## src/inc/cde_pkg.sv

```systemverilog
// Constants, types and expansion functions of the colour depth table
package cde_pkg;

    // Component, table and FIFO geometry
    localparam int        COMP_W      = 6;
    localparam int        PIX_W       = 18;
    localparam int        TABLE_DEPTH = 128;
    localparam int        INDEX_W     = 7;
    localparam int        FIFO_DEPTH  = 32;
    localparam int        LEVEL_W     = 6;

    // Zero-based entry positions of each colour section
    localparam logic [6:0] RED_BASE   = 7'h00;
    localparam logic [6:0] GREEN_BASE = 7'h20;
    localparam logic [6:0] BLUE_BASE  = 7'h60;
    localparam logic [6:0] LAST_POS   = 7'h7f;

    // Slack kept in the FIFO for pixels already in flight
    localparam logic [6:0] FIFO_SLACK = 7'h03;

    // Pixel depth selection
    typedef enum logic [1:0]
    {
        CDE_MODE_18 = 2'h0,
        CDE_MODE_16 = 2'h1,
        CDE_MODE_12 = 2'h2
    } cde_mode_e;

    // Load sequencer states
    typedef enum logic [1:0]
    {
        CDE_IDLE = 2'b01,
        CDE_LOAD = 2'b10
    } cde_state_e;

    // Default for a 5-bit code: shift left, append the top bit
    function automatic logic [5:0] cde_exp5(input logic [4:0] code);
        cde_exp5 = {code, code[4]};
    endfunction

    // Default for a 4-bit code: append the two top bits
    function automatic logic [5:0] cde_exp4(input logic [3:0] code);
        cde_exp4 = {code, code[3:2]};
    endfunction

endpackage

```

## src/hdl/cde_fifo.sv

```systemverilog
// Synchronous FIFO with valid and ready on both sides
`timescale 1ns/1ps
module cde_fifo
    import cde_pkg::*;
#(
    parameter int WIDTH = 18,
    parameter int DEPTH = 32
)
(
    // Clock and reset
    input  wire logic                       clock,
    input  wire logic                       srst,
    // Filling side
    input  wire logic                       in_valid,
    output logic                            in_ready,
    input  wire logic [WIDTH-1:0]           in_data,
    // Draining side
    output logic                            out_valid,
    input  wire logic                       out_ready,
    output logic [WIDTH-1:0]                out_data,
    // Occupancy
    output logic [$clog2(DEPTH):0]          level
);

    localparam int PTR_W = $clog2(DEPTH);

    logic [WIDTH-1:0] mem [DEPTH];
    logic [PTR_W-1:0] wr_ptr_reg;
    logic [PTR_W-1:0] rd_ptr_reg;
    logic [PTR_W:0]   count_reg;
    logic             push;
    logic             pop;

    // Handshake terms
    assign in_ready  = (count_reg != (PTR_W+1)'(DEPTH));
    assign out_valid = (count_reg != '0);
    assign push      = in_valid && in_ready;
    assign pop       = out_valid && out_ready;
    assign out_data  = mem[rd_ptr_reg];
    assign level     = count_reg;

    // Storage write
    always_ff @(posedge clock)
    begin
        if (push)
        begin
            mem[wr_ptr_reg] <= in_data;
        end
    end

    // Pointers and count
    always_ff @(posedge clock)
    begin
        if (srst)
        begin
            wr_ptr_reg <= '0;
            rd_ptr_reg <= '0;
            count_reg  <= '0;
        end
        else
        begin
            if (push)
            begin
                wr_ptr_reg <= wr_ptr_reg + 1'b1;
            end
            if (pop)
            begin
                rd_ptr_reg <= rd_ptr_reg + 1'b1;
            end
            if (push && !pop)
            begin
                count_reg <= count_reg + 1'b1;
            end
            else if (pop && !push)
            begin
                count_reg <= count_reg - 1'b1;
            end
        end
    end

endmodule

```

## src/hdl/cde_table.sv

```systemverilog
// Programmable 128-entry expansion table with per-entry written flags
`timescale 1ns/1ps
module cde_table
    import cde_pkg::*;
(
    // Clock and reset
    input  wire logic               clock,
    input  wire logic               srst,
    // Write port
    input  wire logic               wr_en,
    input  wire logic [INDEX_W-1:0] wr_index,
    input  wire logic [COMP_W-1:0]  wr_data,
    // Read ports, red, green, blue
    input  wire logic [INDEX_W-1:0] rd_index [3],
    output logic [COMP_W-1:0]       rd_data  [3],
    output logic                    rd_set   [3]
);

    logic [COMP_W-1:0] entry_reg [TABLE_DEPTH];
    logic              set_reg   [TABLE_DEPTH];

    // Hardware reset reloads the defaults and forgets host writes
    always_ff @(posedge clock)
    begin
        if (srst)
        begin
            for (int i = 0; i < TABLE_DEPTH; i++)
            begin
                set_reg[i] <= 1'b0;
                if (i < 32)
                begin
                    entry_reg[i] <= cde_exp5(5'(i));
                end
                else if (i < 96)
                begin
                    entry_reg[i] <= 6'(i - 32);
                end
                else
                begin
                    entry_reg[i] <= cde_exp5(5'(i - 96));
                end
            end
        end
        else if (wr_en)
        begin
            entry_reg[wr_index] <= wr_data;
            set_reg[wr_index]   <= 1'b1;
        end
    end

    // Three read ports
    genvar g;
    generate
        for (g = 0; g < 3; g++)
        begin : g_rd
            assign rd_data[g] = entry_reg[rd_index[g]];
            assign rd_set[g]  = set_reg[rd_index[g]];
        end
    endgenerate

endmodule

```

## src/hdl/cde_lut.sv

```systemverilog
// Colour depth expansion stage between host pixels and frame memory
`timescale 1ns/1ps

// Notes on behaviour
// - 16-bit mode: 5-bit red and blue expand to 6 bits by table.
// - Red section holds 32 entries, load positions 1..32, index by red.
// - Green section holds 64 entries, positions 33..96, index by green.
// - Blue section holds 32 entries, positions 97..128, index by blue.
// - Hardware reset puts every entry back to its default.
// - Red defaults for 00000..01111: shift left, append zero.
// - Red defaults for 10000..11111: shift left, append one.
// - Green defaults equal the green code unchanged.
// - Blue defaults follow red: shift left, append the top bit.
// - 12-bit mode: 4-bit red uses positions 1..16 only.
// - 12-bit default: input followed by its two top bits.
// - 12-bit input 0100 gives default 010001.
// - 12-bit green uses 33..48, blue 97..112, same default pattern.
// - Software reset leaves the table untouched.
module cde_lut
    import cde_pkg::*;
(
    // Clock and reset
    input  wire logic              clock,
    input  wire logic              srst,
    input  wire logic              soft_reset,
    // Pixel depth selection
    input  wire logic [1:0]        pixel_mode,
    // Host pixel stream
    input  wire logic              pix_valid,
    output logic                   pix_ready_reg,
    input  wire logic [COMP_W-1:0] pix_red,
    input  wire logic [COMP_W-1:0] pix_green,
    input  wire logic [COMP_W-1:0] pix_blue,
    // Table load stream
    input  wire logic              color_table_load_command,
    input  wire logic              param_valid,
    input  wire logic [COMP_W-1:0] param_data,
    output logic                   load_busy_reg,
    output logic                   load_done_reg,
    output logic                   param_ignored_reg,
    // Frame memory write stream
    output logic                   fm_valid_reg,
    input  wire logic              fm_ready,
    output logic [COMP_W-1:0]      fm_red_reg,
    output logic [COMP_W-1:0]      fm_green_reg,
    output logic [COMP_W-1:0]      fm_blue_reg
);

    cde_state_e           state_reg;
    logic [INDEX_W-1:0]   pos_reg;
    logic                 tbl_wr;
    logic [INDEX_W-1:0]   rd_index [3];
    logic [COMP_W-1:0]    rd_data  [3];
    logic                 rd_set   [3];
    logic [COMP_W-1:0]    exp_red;
    logic [COMP_W-1:0]    exp_green;
    logic [COMP_W-1:0]    exp_blue;
    logic                 accept;
    logic                 stage_valid_reg;
    logic [PIX_W-1:0]     stage_data_reg;
    logic                 fifo_in_ready;
    logic                 fifo_out_valid;
    logic                 fifo_pop;
    logic [PIX_W-1:0]     fifo_out_data;
    logic [LEVEL_W-1:0]   fifo_level;
    logic                 stage_push;

    // Stored entry wins once the host wrote it, else the mode default
    function automatic logic [5:0] pick(input logic       set,
                                        input logic [5:0] stored,
                                        input logic [5:0] dflt);
        pick = set ? stored : dflt;
    endfunction

    // Load writes go to the position counted in the sequence;
    // a command in the same cycle wins and the parameter is dropped
    assign tbl_wr = param_valid && !color_table_load_command &&
                    (state_reg == CDE_LOAD);

    // Table storage
    cde_table u_table
    (
        .clock    (clock),
        .srst     (srst),
        .wr_en    (tbl_wr),
        .wr_index (pos_reg),
        .wr_data  (param_data),
        .rd_index (rd_index),
        .rd_data  (rd_data),
        .rd_set   (rd_set)
    );

    // Load sequencer; software reset only aborts a running load
    always_ff @(posedge clock)
    begin
        if (srst || soft_reset)
        begin
            state_reg         <= CDE_IDLE;
            pos_reg           <= '0;
            load_done_reg     <= 1'b0;
            param_ignored_reg <= 1'b0;
        end
        else
        begin
            load_done_reg     <= 1'b0;
            param_ignored_reg <= 1'b0;
            case (state_reg)
                CDE_IDLE:
                begin
                    if (param_valid && !color_table_load_command)
                    begin
                        param_ignored_reg <= 1'b1;
                    end
                end
                CDE_LOAD:
                begin
                    if (param_valid && !color_table_load_command)
                    begin
                        pos_reg <= pos_reg + 1'b1;
                        if (pos_reg == LAST_POS)
                        begin
                            state_reg     <= CDE_IDLE;
                            load_done_reg <= 1'b1;
                        end
                    end
                end
                default:
                begin
                    state_reg <= CDE_IDLE;
                end
            endcase
            if (color_table_load_command)
            begin
                state_reg <= CDE_LOAD;
                pos_reg   <= '0;
            end
        end
    end

    // Busy flag mirrors the sequencer state
    always_ff @(posedge clock)
    begin
        if (srst || soft_reset)
        begin
            load_busy_reg <= 1'b0;
        end
        else if (color_table_load_command)
        begin
            load_busy_reg <= 1'b1;
        end
        else if (state_reg == CDE_LOAD && param_valid &&
                 pos_reg == LAST_POS)
        begin
            load_busy_reg <= 1'b0;
        end
    end

    // Table indices for the incoming pixel
    always_comb
    begin
        rd_index[0] = RED_BASE;
        rd_index[1] = GREEN_BASE;
        rd_index[2] = BLUE_BASE;
        case (cde_mode_e'(pixel_mode))
            CDE_MODE_16:
            begin
                rd_index[0] = RED_BASE + {2'h0, pix_red[4:0]};
                rd_index[1] = GREEN_BASE + {1'h0, pix_green};
                rd_index[2] = BLUE_BASE + {2'h0, pix_blue[4:0]};
            end
            CDE_MODE_12:
            begin
                rd_index[0] = RED_BASE + {3'h0, pix_red[3:0]};
                rd_index[1] = GREEN_BASE + {3'h0, pix_green[3:0]};
                rd_index[2] = BLUE_BASE + {3'h0, pix_blue[3:0]};
            end
            default:
            begin
                rd_index[0] = RED_BASE;
            end
        endcase
    end

    // Expansion of each component
    always_comb
    begin
        exp_red   = pix_red;
        exp_green = pix_green;
        exp_blue  = pix_blue;
        case (cde_mode_e'(pixel_mode))
            CDE_MODE_16:
            begin
                // Top bit appended covers both halves of the range
                exp_red   = pick(rd_set[0], rd_data[0],
                                 cde_exp5(pix_red[4:0]));
                exp_green = pick(rd_set[1], rd_data[1],
                                 pix_green);
                exp_blue  = pick(rd_set[2], rd_data[2],
                                 cde_exp5(pix_blue[4:0]));
            end
            CDE_MODE_12:
            begin
                // 0100 gives 010001, 1100 gives 110011
                exp_red   = pick(rd_set[0], rd_data[0],
                                 cde_exp4(pix_red[3:0]));
                exp_green = pick(rd_set[1], rd_data[1],
                                 cde_exp4(pix_green[3:0]));
                exp_blue  = pick(rd_set[2], rd_data[2],
                                 cde_exp4(pix_blue[3:0]));
            end
            default:
            begin
                exp_red   = pix_red;
                exp_green = pix_green;
                exp_blue  = pix_blue;
            end
        endcase
    end

    // Pixel handshake and stage push
    assign accept     = pix_valid && pix_ready_reg;
    assign stage_push = stage_valid_reg && fifo_in_ready;

    // Ready is registered, so keep room for pixels already in flight
    always_ff @(posedge clock)
    begin
        if (srst)
        begin
            pix_ready_reg <= 1'b0;
        end
        else
        begin
            pix_ready_reg <= ({1'b0, fifo_level} + FIFO_SLACK) <=
                             7'(FIFO_DEPTH);
        end
    end

    // Expansion stage register; table defaults hold from reset
    always_ff @(posedge clock)
    begin
        if (srst)
        begin
            stage_valid_reg <= 1'b0;
            stage_data_reg  <= '0;
        end
        else if (accept)
        begin
            stage_valid_reg <= 1'b1;
            stage_data_reg  <= {exp_red, exp_green, exp_blue};
        end
        else if (stage_push)
        begin
            stage_valid_reg <= 1'b0;
        end
    end

    // Buffer between expansion and frame memory
    cde_fifo #(.WIDTH(PIX_W), .DEPTH(FIFO_DEPTH)) u_fifo
    (
        .clock     (clock),
        .srst      (srst),
        .in_valid  (stage_valid_reg),
        .in_ready  (fifo_in_ready),
        .in_data   (stage_data_reg),
        .out_valid (fifo_out_valid),
        .out_ready (fifo_pop),
        .out_data  (fifo_out_data),
        .level     (fifo_level)
    );

    // Output register refills whenever it is empty or being taken
    assign fifo_pop = fifo_out_valid && (!fm_valid_reg || fm_ready);

    // Frame memory write word
    always_ff @(posedge clock)
    begin
        if (srst)
        begin
            fm_valid_reg <= 1'b0;
            fm_red_reg   <= '0;
            fm_green_reg <= '0;
            fm_blue_reg  <= '0;
        end
        else if (fifo_pop)
        begin
            fm_valid_reg <= 1'b1;
            fm_red_reg   <= fifo_out_data[17:12];
            fm_green_reg <= fifo_out_data[11:6];
            fm_blue_reg  <= fifo_out_data[5:0];
        end
        else if (fm_ready)
        begin
            fm_valid_reg <= 1'b0;
        end
    end

endmodule

```

## config.mk

```make
export PLATFORM = sky130hd
export DESIGN_NAME = cde_lut
export DESIGN_NICKNAME = d
export VERILOG_FILES = /design/src/inc/cde_pkg.sv /design/src/hdl/cde_fifo.sv /design/src/hdl/cde_table.sv /design/src/hdl/cde_lut.sv
export SDC_FILE = /design/constraint.sdc
export NUM_CORES = 2
export LEC_CHECK = 0
export ABC_AREA = 1
export BUFFER_PORTS_ARGS = -buffer_cell sky130_fd_sc_hd__clkbuf_2
export CORE_MARGIN = 8
export CORE_UTILIZATION = 45
export CTS_CLUSTER_DIAMETER = 80
export DETAILED_ROUTE_END_ITERATION = 8
export PLACE_DENSITY = 0.66
export SLEW_MARGIN = 20
export SYNTH_ARGS = -nofsm -noshare
export SYNTH_HDL_FRONTEND = slang
export SYNTH_SLANG_ARGS = --single-unit
```

## constraint.sdc

```tcl
create_clock -name clock -period 4.7 [get_ports clock]
set_input_delay 0.705 -clock clock [delete_from_list [all_inputs] [get_ports clock]]
set_output_delay 0.705 -clock clock [all_outputs]
set_load 0.05 [all_outputs]
```

# --- After elaboration in Yosys (flattened, before gate mapping) ---
# Memory sizes are Yosys's and may differ from the RTL's. A register that Yosys moved wholly into a read port is not among the register bits.
# Index checks and enable logic that the tools add are counted.
word_totals:
  mem_bits_rw: 1472
  word_cells: 104
  out_inout_bits: 23
  reg_bits: 49
  n_memories: 3
mem_list:
  columns: ["name", "words", "word_bits", "rd", "rd_ports_with_merged_regs", "wr", "line_no", "rtl"]
  rows:
  - ["u_table.entry_reg", 128, 6, 3, 0, 128, "cde_table.sv:19", "logic [COMP_W-1:0] entry_reg [TABLE_DEPTH];"]
  - ["u_fifo.mem", 32, 18, 1, 1, 1, "cde_fifo.sv:27", "logic [WIDTH-1:0] mem [DEPTH];"]
  - ["u_table.set_reg", 128, 1, 3, 0, 128, "cde_table.sv:20", "logic set_reg [TABLE_DEPTH];"]
classes:
  muxes: 38
  reduce_logical: 28
  order_cmp: 1
  bitwise: 3
  add_sub_neg: 10
  eq_ne: 9
op_table:
  columns: ["cell", "count"]
  rows:
  - ["6-bit 2-to-1 mux", 9]
  - ["6-bit one-hot mux with 2 select lines", 3]
  - ["14-bit one-hot mux with 2 select lines", 1]
  - ["1-bit 2-to-1 mux", 18]
  - ["6-bit by 6-bit adder with 7-bit output, first input constant", 2]
  - ["7-bit 2-to-1 mux", 2]
  - ["5-bit by 1-bit adder with 5-bit output, second input constant", 2]
  - ["1-bit logical AND", 10]
  - ["5-bit one-hot mux with 2 select lines", 1]
  - ["2-bit nonzero test", 4]
  - ["6-bit by 2-bit adder with 7-bit output, second input constant", 1]
  - ["6-bit by 4-bit adder with 7-bit output, first input constant", 1]
  - ["6-bit by 5-bit adder with 7-bit output, first input constant", 1]
  - ["7-bit by 1-bit adder with 7-bit output, second input constant", 1]
  - ["7-bit equality test, second input constant", 1]
  - ["7-bit by 6-bit <= comparator with 1-bit output, second input constant", 1]
  - ["6-bit by 1-bit adder with 6-bit output, second input constant", 1]
  - ["2-bit 2-to-1 mux", 3]
  - ["3-bit by 2-bit != test with 1-bit output, second input constant", 2]
  - ["6-bit != test, second input constant", 1]
  - ["6-bit nonzero test", 1]
  - ["6-bit OR reduction", 1]
  - ["6-bit by 1-bit subtractor with 6-bit output, second input constant", 1]
  - ["2-bit by 1-bit equality test with 1-bit output, second input constant", 2]
  - ["other kinds (11)", 19]

# --- Longest topological paths before layout ---
depth:
  ltp_word: 8
  mapped_depth: 21
  mapped_depth_nobuf: 19

# --- Cells and area by module ---
# A second synthesis with hierarchy kept.
hier_totals:
  hier_cells: 11251
  area_unflattened_um2: 87148.6
modules_own_cells:
  columns: ["module", "cells_per_inst", "n_inst", "seq_area_each_um2", "area_per_inst_um2"]
  rows:
  - ["cde_table", 8678, 1, 25624.6, 59932.5]
  - ["cde_fifo", 2127, 1, 17717.0, 24459.7]
  - ["cde_lut", 446, 1, 1021.0, 2756.4]

# --- Worst setup path before layout ---
# OpenSTA, ideal clock, no wires.
synth_path:
  kind: "input-to-reg"
  start: "input fm_ready"
  end: "register u_fifo.count_reg[5], in the netlist u_fifo.level[5]"
  slack_ps: 1681
  required_time_ps: 4580
  arrival_time_ps: 2899
  stages: 17
  cell_sequence: "inv_1 nand2_1 nand2_1 clkbuf_1 ha_1 inv_1 ha_1 a21oi_1 and2_1 inv_1 a21oi_1 inv_1 a21oi_1 o21ai_0 a21o_1 o21ai_0 a21oi_1"
synth_between:
  elab_chain_cells: 6
  word_cells_on_any_way: 8
synth_lines:
  columns: ["item", "line_no", "rtl"]
  rows:
  - ["start, declared", "cde_lut.sv:43", "input wire logic fm_ready,"]
  - ["1-bit logical OR (*)", "cde_lut.sv:272", "assign fifo_pop = fifo_out_valid && (!fm_valid_reg || fm_ready);"]
  - ["1-bit logical AND (*)", "cde_lut.sv:272", null]
  - ["1-bit logical AND (*)", "cde_fifo.sv:38", "assign pop = out_valid && out_ready;"]
  - ["1-bit zero test", "cde_fifo.sv:70", "if (push && !pop)"]
  - ["1-bit logical AND", "cde_fifo.sv:70", null]
  - ["6-bit 2-to-1 mux or 2-bit nonzero test (tied branches)", null, null]
  - ["end signal, assigned", "cde_fifo.sv:72", "count_reg <= count_reg + 1'b1;"]
  - ["end signal, assigned", "cde_fifo.sv:76", "count_reg <= count_reg - 1'b1;"]
  - ["end, declared", "cde_fifo.sv:30", "logic [PTR_W:0] count_reg;"]
# Mark *: on every way between the ends. The rest lies on a longest branch, timed or not.
# A chain may end at the register's enable or synchronous reset.

# --- Final worst setup path ---
layout_path:
  start: "input pixel_mode[0]"
  end: "register stage_data_reg[12]"
layout_between:
  elab_chain_cells: 5
  word_cells_on_any_way: 8
layout_lines:
  columns: ["item", "line_no", "rtl"]
  rows:
  - ["start, declared", "cde_lut.sv:27", "input wire logic [1:0] pixel_mode,"]
  - ["2-bit equality test or 2-bit by 1-bit equality test with 1-bit output (tied branches)", "cde_lut.sv:164, cde_lut.sv:190", null]
  - ["5-bit one-hot mux with 2 select lines", "cde_lut.sv:164", "case (cde_mode_e'(pixel_mode))"]
  - ["memory read 128 x 6 bit or memory read 128 x 1 bit (tied branches)", null, null]
  - ["6-bit 2-to-1 mux", "cde_lut.sv:72", "pick = set ? stored : dflt;"]
  - ["6-bit one-hot mux with 2 select lines (*)", "cde_lut.sv:190", "case (cde_mode_e'(pixel_mode))"]
  - ["end signal, assigned", "cde_lut.sv:249", "stage_data_reg <= {exp_red, exp_green, exp_blue};"]
  - ["end, declared", "cde_lut.sv:60", "logic [PIX_W-1:0] stage_data_reg;"]
# Marks and branches as above.

==> flow_metrics.env <==
export IMPL_synthCells=7625
export IMPL_synth_seq_cells=1539
export IMPL_end_kind="flip-flop"
export IMPL_vias_per_cell=5.98
export IMPL_ctsHtreeMaxLevel=4
export IMPL_post_cts_resized=0
export IMPL_grt_overflow=0
export IMPL_area_growth_syn_to_layout_pct=10.2
export IMPL_avgSynthCellArea_sq_um=9.36
export IMPL_numCtsBuffers=160
export IMPL_grt_total_usage_pct=25.4
export IMPL_cellLeakagePower_nw=28.1
export IMPL_boundaryPins=56
export IMPL_dpl_cell_count=9337
export IMPL_drive_above_1_share_pct=7.01
export IMPL_grt_start_max_net_pins=174
export IMPL_antenna_left=0
export IMPL_initial_utilization_pct=45.2
export IMPL_io_buffers=55
export IMPL_clkTransAtPathRegs_ns=0.06
export IMPL_setup_viol=0
export IMPL_cts_setup_buffers=0
export IMPL_fmaxAchievable_mhz=283
export IMPL_fp_dieW_microns=414
export IMPL_vias=57636
export IMPL_fin_crit_sh_pct=75.1
export IMPL_peakVddDrop_mv=0.404
export IMPL_cp_start_kind="input port"
export IMPL_cts_sinks=1539
export IMPL_hp_class="input port to flip-flop"
export IMPL_largest_reg_flops=768
export IMPL_drt_iter0_markers=8211
export IMPL_first_global_vias=54488
export IMPL_cts_tree="yes"
export IMPL_rsz0062_at_grt="no"
export IMPL_fillers=14304
export IMPL_final_cell_mix="nand2_1, nand3_1, edfxtp_1"
export IMPL_layout_min_cycle_time_ns=3.53
export IMPL_syn_area_sq_um=71400
export IMPL_tns_ns=0
export IMPL_gp_congestion=0.942
export IMPL_outcome="finished clean"
export IMPL_hold_buffers=0
export IMPL_layout_nets=7476
export IMPL_synth_edff_count=1344
export IMPL_final_util_pct=49.8
export IMPL_clock_root_buffer="clkbuf_16"
export IMPL_final_common_cell="nand2_1"
export IMPL_die_area_sq_um=172000
export IMPL_worstMarginPinSlew_ns=1.12
export IMPL_seq_area_frac_synth_pct=62.0
export IMPL_async_flop_share_pct=0
export IMPL_worstSetupPathType="input port to flip-flop"
export IMPL_rows=146
export IMPL_fin_cells=9639
export IMPL_clock_latency_ns=0.82
export IMPL_worstPathMaxFanout=38
export IMPL_report_final_slew_viol_count=0
export IMPL_synth_nets=7674
export IMPL_wl_mm=227
export IMPL_grt_pass1_wl_mm=340
export IMPL_p_per_area_nw_per_um2=436
export IMPL_finalHoldViolations=0
export IMPL_dpl_hpwl_mm=139
export IMPL_antenna_found_initial=3
export IMPL_die_y_microns=414
export IMPL_synth_distinct_cells=38
export IMPL_clockBufferDepth=3
export IMPL_dr_pass1_iters=7
export IMPL_maxSlewHeadroom_pct=25.3
export IMPL_ys_flop_type="edfxtp_1"
export IMPL_core_area_sq_um=158000
export IMPL_cp_arrival_ns=4.23
export IMPL_synth_warnings=0
export IMPL_crit_required_ns=5.40
export IMPL_drc_errors=0
export IMPL_drv_cap=0
export IMPL_skew_ns=0.0338
export IMPL_wire_per_inst_microns=23.6
[worst max-delay path, cell delays in order]
cell      delay [ns]
clkbuf_2        0.15
inv_1           0.08
ha_1            0.60
nor2_4          0.15
nand2_4         0.31
clkinv_2        0.59
buf_4           0.43
nand2_1         0.08
nand3_1         0.06
nand3_1         0.11
nand3_1         0.08
nand2_1         0.09
nand2_1         0.07
nand2_1         0.16
inv_2           0.09
o21ai_0         0.21
nand2_1         0.09
nand2_1         0.07
a21oi_1         0.06
[area by class of cell]
type / count / area, sq um / share of cell area, %
Multi-Input combinational cell: 5183 / 23400 / 29.8
Sequential cell: 1539 / 44300 / 56.3
Clock buffer: 216 / 4400 / 5.59
Antenna cell: 1 / 2.50 / 0.00318
Inverter: 329 / 1280 / 1.63
Timing Repair Buffer: 214 / 1780 / 2.27
Tap cell: 2072 / 2590 / 3.30
Clock inverter: 85 / 870 / 1.11
[final timing paths]
path	slack, ns	end	depth (start not counted)	start
setup / recovery	1.17	stage_data_reg[12]	19	pixel_mode[0]
hold / removal	0.14	state_reg[0]	3	soft_reset
setup reg to reg	1.29	u_fifo.level[5]	17	u_fifo.level[0]
hold reg to reg	0.45	u_table.set_reg[77]	2	u_table.set_reg[77]
[report_power, final]
| part | switching [mW] | internal (mW) |
|---|---|---|
| clock | 5.55 | 7.20 |
| combinational | 4.39 | 1.45 |
| sequential | 0.353 | 15.3 |
[metrics by stage]
stage / worst slack (ns) / area [sq um] / power, mW / hold WS [ns]
3_3_place_gp: 0.479 / 73300 / 21.6 / 0.434
3_5_place_dp: 0.402 / 73400 / 21.7 / 0.435
4_1_cts: 1.28 / 78600 / 34.3 / 0.0923
6_report: 1.17 / 78600 / 34.3 / 0.138
5_1_grt: 0.876 / 78600 / 35.4 / 0.127
2_1_floorplan: 1.68 / 71400 / 19.6 / 0.422
[synth_stat cells, types with 4 or more instances]
cell         n  area share (%)
clkbuf_1   286             1.5
buf_4       33            0.35
buf_1       46            0.24
dfxtp_1    195             5.5
o21ai_1      8           0.056
buf_6       10            0.16
o221ai_1    60            0.74
o211ai_1    48            0.50
nand2_1   1795             9.4
ha_1        15            0.26
a31oi_1      4           0.035
buf_2      199             1.4
nor2_1     910             4.8
inv_2       10           0.053
o21ai_0    427             3.0
edfxtp_1  1344              57
inv_1      315             1.7
nand4_1     38            0.33
nand3_1   1657              12
clkinv_1     4           0.021
a21oi_1    100            0.70
nor3_1      12           0.084
o22ai_1     84            0.74
[per-layer routing]
layer  track usage (%)  share of wire [%]  vias up
met1              34.1                 39    27766
met5                 0              0.011        -
met2              40.0                 46     3264
met4              12.6                5.6        4
met3              4.40                9.5      603
li1                  -                  -    25999
[cells by family (layout without fill, tap and decap cells)]
logic type,Yosys count,count (layout),share of synthesized area [%]
DFF,1539,1539,62.0
other,0,1,0
adders and majority gates,16,16,0.291
and+or+nand+nor,4427,4427,26.4
buffers and inverters,903,844,5.38
xor gates and xnor gates,3,3,0.0368
AOI/OAI and AO/OA,737,737,5.83
No activity file was read; power rests on OpenSTA's default activity.
